[src/chan_cfg_defs.vh]
// Constants for the channel configuration word decoder.
// Assumes inclusion by the two design files and the testbench; holds definitions only.
`ifndef CHAN_CFG_DEFS_VH
`define CHAN_CFG_DEFS_VH

// ==========================================================================
// Register byte addresses
`define ADDR_CFG_WORD 12'h000
`define ADDR_LIMITS 12'h004
`define ADDR_STATUS 12'h008
`define ADDR_IRQ_STATUS 12'h00c
`define ADDR_IRQ_MASK 12'h010

// ==========================================================================
// Configuration word fields
`define BIT_PAD_ADJ 31
`define FLD_FIFO_START_HI 29
`define FLD_FIFO_START_LO 24
`define BIT_INVERT 23
`define FLD_FIFO_LEN_HI 21
`define FLD_FIFO_LEN_LO 16
`define BIT_PADFILL_IRQ 15
`define FLD_PROTO_HI 14
`define FLD_PROTO_LO 12
`define FLD_MAX_LENGTH_SELECT_HI 11
`define FLD_MAX_LENGTH_SELECT_LO 10
`define CFG_WRITABLE_MASK 32'hbfbffc00
`define CFG_RESET 32'h00000000

// ==========================================================================
// Encodings
`define PROTO_TRANSPARENT 3'h0
`define PROTO_SS7_FCS16 3'h1
`define PROTO_HDLC_FCS16 3'h2
`define PROTO_HDLC_FCS32 3'h3
`define MAX_LENGTH_SELECT_NONE 2'h0
`define MAX_LENGTH_SELECT_ONE 2'h1
`define MAX_LENGTH_SELECT_TWO 2'h2
`define MAX_LENGTH_SELECT_RSVD 2'h3

// ==========================================================================
// Interrupt status bits
`define IRQ_PADFILL_END 0
`define IRQ_TOO_LONG 1
`define IRQ_BAD_CONFIG 2
`define IRQ_RESET 3'h0

`endif

[src/length_check.v]
// Receive message length checker for one channel direction.
// Assumes byte strobes and message boundaries come from the framing engine.
`timescale 1ns/100ps
`include "chan_cfg_defs.vh"
module length_check #(
  parameter LEN_W = 14
) (
  input wire pclk,
  input wire presetn,
  input wire [1:0] max_length_select,
  input wire [LEN_W-1:0] length_limit_one,
  input wire [LEN_W-1:0] length_limit_two,
  input wire rx_byte,
  input wire rx_msg_end,
  output wire too_long,
  output reg [LEN_W-1:0] byte_count_q
);
  reg [LEN_W-1:0] limit;
  reg check_on;
  reg [LEN_W-1:0] byte_count_d;

  always @* begin
    limit = {LEN_W{1'b0}};
    check_on = 1'b0;
    case (max_length_select)
      `MAX_LENGTH_SELECT_ONE: begin
        limit = length_limit_one;
        check_on = 1'b1;
      end
      `MAX_LENGTH_SELECT_TWO: begin
        limit = length_limit_two;
        check_on = 1'b1;
      end
      default: begin
        check_on = 1'b0;
      end
    endcase
  end

  always @* begin
    byte_count_d = byte_count_q;
    if (rx_msg_end) begin
      byte_count_d = {LEN_W{1'b0}};
    end else if (rx_byte && (byte_count_q != {LEN_W{1'b1}})) begin
      byte_count_d = byte_count_q + {{(LEN_W-1){1'b0}}, 1'b1};
    end
  end

  // Pulses on the byte that first crosses the limit; an all-ones limit pulses on every byte once the count saturates.
  assign too_long = check_on && rx_byte && !rx_msg_end && (byte_count_q == limit);

  always @(posedge pclk or negedge presetn) begin
    if (!presetn) begin
      byte_count_q <= {LEN_W{1'b0}};
    end else begin
      byte_count_q <= byte_count_d;
    end
  end
endmodule

[src/chan_cfg_word.v]
// Holds and decodes bits 31:10 of one channel configuration word.
// Assumes an APB master on pclk and a framing engine on the same clock.
//
// Functional notes
// - bit 31 set lets detected zero insertion reduce the pad count.
// - bits 29:24 give the starting index of the channel FIFO slice.
// - bit 23 clear passes data bits through uninverted.
// - FIFO slice size in dwords is twice bits 21:16 plus two.
// - bit 15 enables the transmit end-of-padfill interrupt.
// - length select zero disables receive length checking; three is reserved.
// - length select one uses the first length limit.
// - length select two uses the second length limit.
//
// Design decisions made here: the APB register port and the register addresses.
`timescale 1ns/100ps
`include "chan_cfg_defs.vh"
module chan_cfg_word #(
  parameter LEN_W = 14,
  parameter PAD_W = 8
) (
  input wire pclk,
  input wire presetn,
  input wire psel,
  input wire penable,
  input wire pwrite,
  input wire [11:0] paddr,
  input wire [31:0] pwdata,
  output reg [31:0] prdata,
  output wire pready,
  output wire pslverr,
  input wire [PAD_W-1:0] pad_count_load,
  input wire pad_count_load_en,
  input wire zero_insert_seen,
  output reg [PAD_W-1:0] pad_count,
  input wire [7:0] tx_data_in,
  input wire [7:0] rx_data_in,
  output reg [7:0] tx_data_out,
  output reg [7:0] rx_data_out,
  input wire tx_padfill_done,
  input wire rx_byte,
  input wire rx_msg_end,
  output reg [5:0] fifo_start_index,
  output reg [6:0] fifo_slice_dwords,
  output reg [2:0] protocol_select,
  output reg [1:0] max_length_select,
  output reg padfill_end_irq_enable,
  output reg data_invert,
  output reg pad_adjust_enable,
  output wire rx_too_long,
  output wire irq
);
  // ========================================================================
  // Register storage
  reg [31:0] cfg_q;
  reg [LEN_W-1:0] limit_one_q;
  reg [LEN_W-1:0] limit_two_q;
  reg [2:0] irq_status_q;
  reg [2:0] irq_status_d;
  reg [2:0] irq_mask_q;
  reg [PAD_W-1:0] pad_q;
  reg [PAD_W-1:0] pad_d;
  wire [LEN_W-1:0] byte_count;
  wire wr_en;
  wire rd_en;
  wire hit;
  wire bad_cfg;
  wire [2:0] irq_events;

  // Zero wait states: every access completes in its first access cycle.
  assign pready = 1'b1;
  assign wr_en = psel && penable && pwrite;
  assign rd_en = psel && penable && !pwrite;
  assign hit = (paddr == `ADDR_CFG_WORD) || (paddr == `ADDR_LIMITS) ||
               (paddr == `ADDR_STATUS) || (paddr == `ADDR_IRQ_STATUS) ||
               (paddr == `ADDR_IRQ_MASK);
  assign pslverr = psel && penable && !hit;

  // ========================================================================
  // Writes
  always @(posedge pclk or negedge presetn) begin
    if (!presetn) begin
      cfg_q <= `CFG_RESET;
      limit_one_q <= {LEN_W{1'b0}};
      limit_two_q <= {LEN_W{1'b0}};
      irq_mask_q <= `IRQ_RESET;
    end else if (wr_en) begin
      case (paddr)
        `ADDR_CFG_WORD: begin
          cfg_q <= pwdata & `CFG_WRITABLE_MASK;
        end
        `ADDR_LIMITS: begin
          limit_one_q <= pwdata[LEN_W-1:0];
          limit_two_q <= pwdata[LEN_W+15:16];
        end
        `ADDR_IRQ_MASK: begin
          irq_mask_q <= pwdata[2:0];
        end
        default: begin
          cfg_q <= cfg_q;
        end
      endcase
    end
  end

  // ========================================================================
  // Field decode
  always @* begin
    pad_adjust_enable = cfg_q[`BIT_PAD_ADJ];
    fifo_start_index = cfg_q[`FLD_FIFO_START_HI:`FLD_FIFO_START_LO];
    data_invert = cfg_q[`BIT_INVERT];
    // A length code of 63 asks for 128 dwords, which wraps to 0 in seven bits.
    // The allocator must read a slice size of 0 as 128 dwords.
    fifo_slice_dwords = {cfg_q[`FLD_FIFO_LEN_HI:`FLD_FIFO_LEN_LO], 1'b0} + 7'h02;
    padfill_end_irq_enable = cfg_q[`BIT_PADFILL_IRQ];
    protocol_select = cfg_q[`FLD_PROTO_HI:`FLD_PROTO_LO];
    max_length_select = cfg_q[`FLD_MAX_LENGTH_SELECT_HI:`FLD_MAX_LENGTH_SELECT_LO];
  end

  // Reserved codes are still passed on, but flagged so software notices.
  assign bad_cfg = protocol_select[2] || (max_length_select == `MAX_LENGTH_SELECT_RSVD);

  // ========================================================================
  // Data path inversion
  always @* begin
    if (data_invert) begin
      tx_data_out = ~tx_data_in;
      rx_data_out = ~rx_data_in;
    end else begin
      tx_data_out = tx_data_in;
      rx_data_out = rx_data_in;
    end
  end

  // ========================================================================
  // Pad count
  always @* begin
    pad_d = pad_q;
    if (pad_count_load_en) begin
      pad_d = pad_count_load;
    end else if (pad_adjust_enable && zero_insert_seen && (pad_q != {PAD_W{1'b0}})) begin
      pad_d = pad_q - {{(PAD_W-1){1'b0}}, 1'b1};
    end
  end

  always @(posedge pclk or negedge presetn) begin
    if (!presetn) begin
      pad_q <= {PAD_W{1'b0}};
    end else begin
      pad_q <= pad_d;
    end
  end

  always @* begin
    pad_count = pad_q;
  end

  // ========================================================================
  // Length checker
  length_check #(
    .LEN_W(LEN_W)
  ) u_length_check (
    .pclk(pclk),
    .presetn(presetn),
    .max_length_select(max_length_select),
    .length_limit_one(limit_one_q),
    .length_limit_two(limit_two_q),
    .rx_byte(rx_byte),
    .rx_msg_end(rx_msg_end),
    .too_long(rx_too_long),
    .byte_count_q(byte_count)
  );

  // ========================================================================
  // Interrupts
  assign irq_events = {bad_cfg, rx_too_long, tx_padfill_done && padfill_end_irq_enable};

  always @* begin
    irq_status_d = irq_status_q;
    if (wr_en && (paddr == `ADDR_IRQ_STATUS)) begin
      irq_status_d = irq_status_q & ~pwdata[2:0];
    end
    // Setting after clearing means an event in the clear cycle survives.
    irq_status_d = irq_status_d | irq_events;
  end

  always @(posedge pclk or negedge presetn) begin
    if (!presetn) begin
      irq_status_q <= `IRQ_RESET;
    end else begin
      irq_status_q <= irq_status_d;
    end
  end

  assign irq = |(irq_status_q & irq_mask_q);

  // ========================================================================
  // Reads
  always @* begin
    prdata = 32'h00000000;
    if (rd_en) begin
      case (paddr)
        `ADDR_CFG_WORD: prdata = cfg_q;
        `ADDR_LIMITS: prdata = {{(16-LEN_W){1'b0}}, limit_two_q, {(16-LEN_W){1'b0}}, limit_one_q};
        `ADDR_STATUS: prdata = {{(16-PAD_W){1'b0}}, pad_q, {(16-LEN_W){1'b0}}, byte_count};
        `ADDR_IRQ_STATUS: prdata = {29'h0, irq_status_q};
        `ADDR_IRQ_MASK: prdata = {29'h0, irq_mask_q};
        default: prdata = 32'h00000000;
      endcase
    end
  end
endmodule

[config.mk]
export PLATFORM = sky130hd
export DESIGN_NAME = chan_cfg_word
export DESIGN_NICKNAME = d
export VERILOG_FILES = /design/src/length_check.v /design/src/chan_cfg_word.v
export VERILOG_INCLUDE_DIRS = /design/src
export SDC_FILE = /design/constraint.sdc
export NUM_CORES = 1
export LEC_CHECK = 0
export ABC_AREA = 1
export CAP_MARGIN = 20
export CELL_PAD_IN_SITES_DETAIL_PLACEMENT = 0
export CELL_PAD_IN_SITES_GLOBAL_PLACEMENT = 1
export CORE_UTILIZATION = 30
export CTS_CLUSTER_SIZE = 24
export DETAILED_ROUTE_END_ITERATION = 6
export DONT_BUFFER_PORTS = 1
export GPL_ROUTABILITY_DRIVEN = 0
export PLACE_DENSITY_LB_ADDON = 0.1
export SETUP_SLACK_MARGIN = 0.5
export SLEW_MARGIN = 20
export SYNTH_ARGS = -nofsm -noshare
export SYNTH_HDL_FRONTEND = slang
export SYNTH_HIERARCHICAL = 1
export SYNTH_SLANG_ARGS = --single-unit
[constraint.sdc]
create_clock -name pclk -period 5.3 [get_ports pclk]
set_input_delay 1.06 -clock pclk [delete_from_list [all_inputs] [get_ports pclk]]
set_output_delay 1.06 -clock pclk [all_outputs]
set_load 0.01 [all_outputs]
==> flow_summary.toml <==
[final_layout]
final_util_pct = 32.9
nets = 850
multi_input_area_um2 = 2870
stdcell_count = 996
nFillCells = 1977
insertedDiodeCount = 0
drive_gt1_share_pct = 9.34
seq_area_um2 = 1900
areaGrowthSynthToFinish_pct = 5.80

[timing]
fin_ws_ns = 1.46
fmax_mhz = 260
rsz0062_at_grt = "no"
tns_ns = 0
post-route-period-util_pct = 72.5
maxSlewViolCount = 0
tightest_slew_ns = 0.895
slew_headroom_pct = 40.4
holdWs_ns = 0.402
hold_viol = 0
setup_viol = 0
fin_skew_ns = 0.00794
finalWorstPathRequiredPeriod_ns = 3.84

[min_path]
hold_path.class = "in2async"

[worst_setup_path]
worst-r2r-setup-slack_ns = 2.85
worstPathMaxFanout = 21
crit_path_end = "prdata[25]"
path_class = "in2out"
critPathLaunch = "paddr[11]"
startpoint_type = "primary input"
r2r-start = "cfg_q[10]"
crit_arrival_ns = 2.78
cp-end-kind = "primary output"
cp.required_ns = 4.24
r2r_end = "irq_status_q[1]"
worst-r2r-cell-count = 13

[clock_tree]
cts_resized = 0
h-tree-depth = 3
holdBufCountCts = 0
clk-insertion-delay-late_ns = 0.35
cts_tree = "built"
clockBufferDepth = 2
clock-sinks = 76
root_buffer = "clkbuf_16"
clk_pin_slew_ns = 0.06
post_cts_buffers = 0
cts_buffers = 9

[power]
p_leak_nw = 2.78
power.density_nw_per_um2 = 236
ir_drop_v = 0.000154

[routing]
ant_nets = 0
drtIter0Drc = 256
drc = 0
wl_per_cell_um = 16.7
vias = 4805
first_pass_iters = 4
routed_via_density = 4.82
wl_mm = 16.7

[synth]
synth.area.top_cells = "dfrtp_1 35%, nand2_1 15%, nand3_1 9.4%"
yosysUniqueCellTypes = 31
yosysWarnings = 6
ys_top_cells_by_count = "221 x nand2_1, 102 x nand3_1, 97 x inv_1, 76 x dfrtp_1, 70 x nor2_1"
ys_ff_latch = 76
yosysTopAreaCell = "dfrtp_1"
synth_edf_count = 0
yosysMostFrequentCell = "nand2_1"
synth_seq_area_share_pct = 34.9
ys_async_sr_fraction_pct = 100
synthCells = 796
yosys_most_used_dff = "dfrtp_1"
netlist.area_leader.share_pct = 34.9
syn_area_per_cell_um2 = 6.85
syn_area_um2 = 5460

[grt]
grt_usage_pct = 18.7
grt_max_degree = 77
grt_pass1_wl_mm = 26.4
antenna_found_initial = 0
first_global_vias = 4721
gr-total-overflow = 0

[job]
cap_violations = 0

[placement]
dp_cells = 980
dp_hpwl_mm = 12.3
portBuffers = 0
dp_worst_setup_slack_ns = 1.43

[floorplanning]
io_pins = 159
die_area_um2 = 18700
rows = 48
dieHeight_um = 137
initial_utilization_pct = 31.1
coreArea_um2 = 17500
dieWidth_um = 137

[run_status]
status = "finished clean"
==> area by class of cell <==
type                            count  share of cell area, %
Clock buffer                       10                   4.14
Tap cell                          225                   4.88
Inverter                          100                   6.50
Multi-Input combinational cell    575                   49.8
Clock inverter                      6                   1.26
Sequential cell                    76                   33.0
Timing Repair Buffer                4                  0.520
==> per-layer routing <==
| layer | vias to the layer above | track usage (%) | wire [µm] |
|---|---|---|---|
| met5 | - | 0 | 0 |
| met4 | 0 | 4.58 | 128 |
| met3 | 11 | 4.44 | 895 |
| met2 | 102 | 30.3 | 7930 |
| met1 | 2263 | 24.9 | 7700 |
| li1 | 2429 | - | - |
==> per-stage QoR <==
stage          power, W  cell area, µm²
5_1_grt         0.00141            5770
4_1_cts         0.00138            5760
2_1_floorplan  0.000694            5460
6_report        0.00136            5770
3_5_place_dp   0.000711            5450
3_3_place_gp   0.000711            5450
==> flip-flops by register name, indices dropped and copies added, names as in the netlist <==
name / cells
cfg_q: 20
limit_two_q: 14
pad_count: 8
u_length_check/byte_count_q: 14
irq_mask_q: 3
limit_one_q: 14
irq_status_q: 3
==> kinds of logic after synthesis <==
logic type,Yosys count,synth area share (%)
other,2,0.138
buffers and inverters,146,12.8
adders and majority gates,6,1.38
DFF,76,34.9
AOI/OAI and AO/OA,87,8.53
xor gates and xnor gates,27,4.33
and+or+nand+nor,452,37.9
==> where the power goes <==
group          total [W]  switching [W]  leakage, nW  internal, W
Combinational  0.0000862      0.0000578         1.69    0.0000284
Sequential      0.000613      0.0000221        0.942     0.000590
Clock           0.000661       0.000279        0.149     0.000382
Total            0.00136       0.000359         2.78      0.00100
==> worst max-delay path, stage by stage <==
cell,delay (ns)
nor2_1,0.10
nand2_2,0.10
nor2_4,0.38
buf_4,0.33
nand2_2,0.29
o21ai_0,0.27
inv_1,0.08
nor2_2,0.16
==> worst min path at each step <==
| stage | to | cells past startpoint | from | slack, ns |
|---|---|---|---|---|
| final | irq_mask_q[1] | 0 | presetn | 0.40 |
| after global routing | cfg_q[27] | 0 | presetn | 0.39 |
| after CTS | cfg_q[26] | 0 | presetn | 0.39 |
| after detailed placement | limit_two_q[11] | 2 | limit_two_q[11] | 0.51 |
| after global placement | limit_two_q[1] | 2 | limit_two_q[1] | 0.50 |
| after floorplan | irq_status_q[2] | 2 | cfg_q[14] | 0.46 |
==> cell usage in the layout (no fill, tap or decap), drive strengths merged <==
cell      count
nor2        101
conb          3
xor2         27
clkbuf       10
o22ai         2
nand3       103
bufinv        1
ha            6
nor3          7
a21oi         9
nand2       231
nand4         8
buf           4
dfrtp        76
clkinv        4
nand3b        2
inv         100
o21a          2
clkinvlp      1
o21ai        74
No activity file was read; power rests on OpenSTA's default activity.
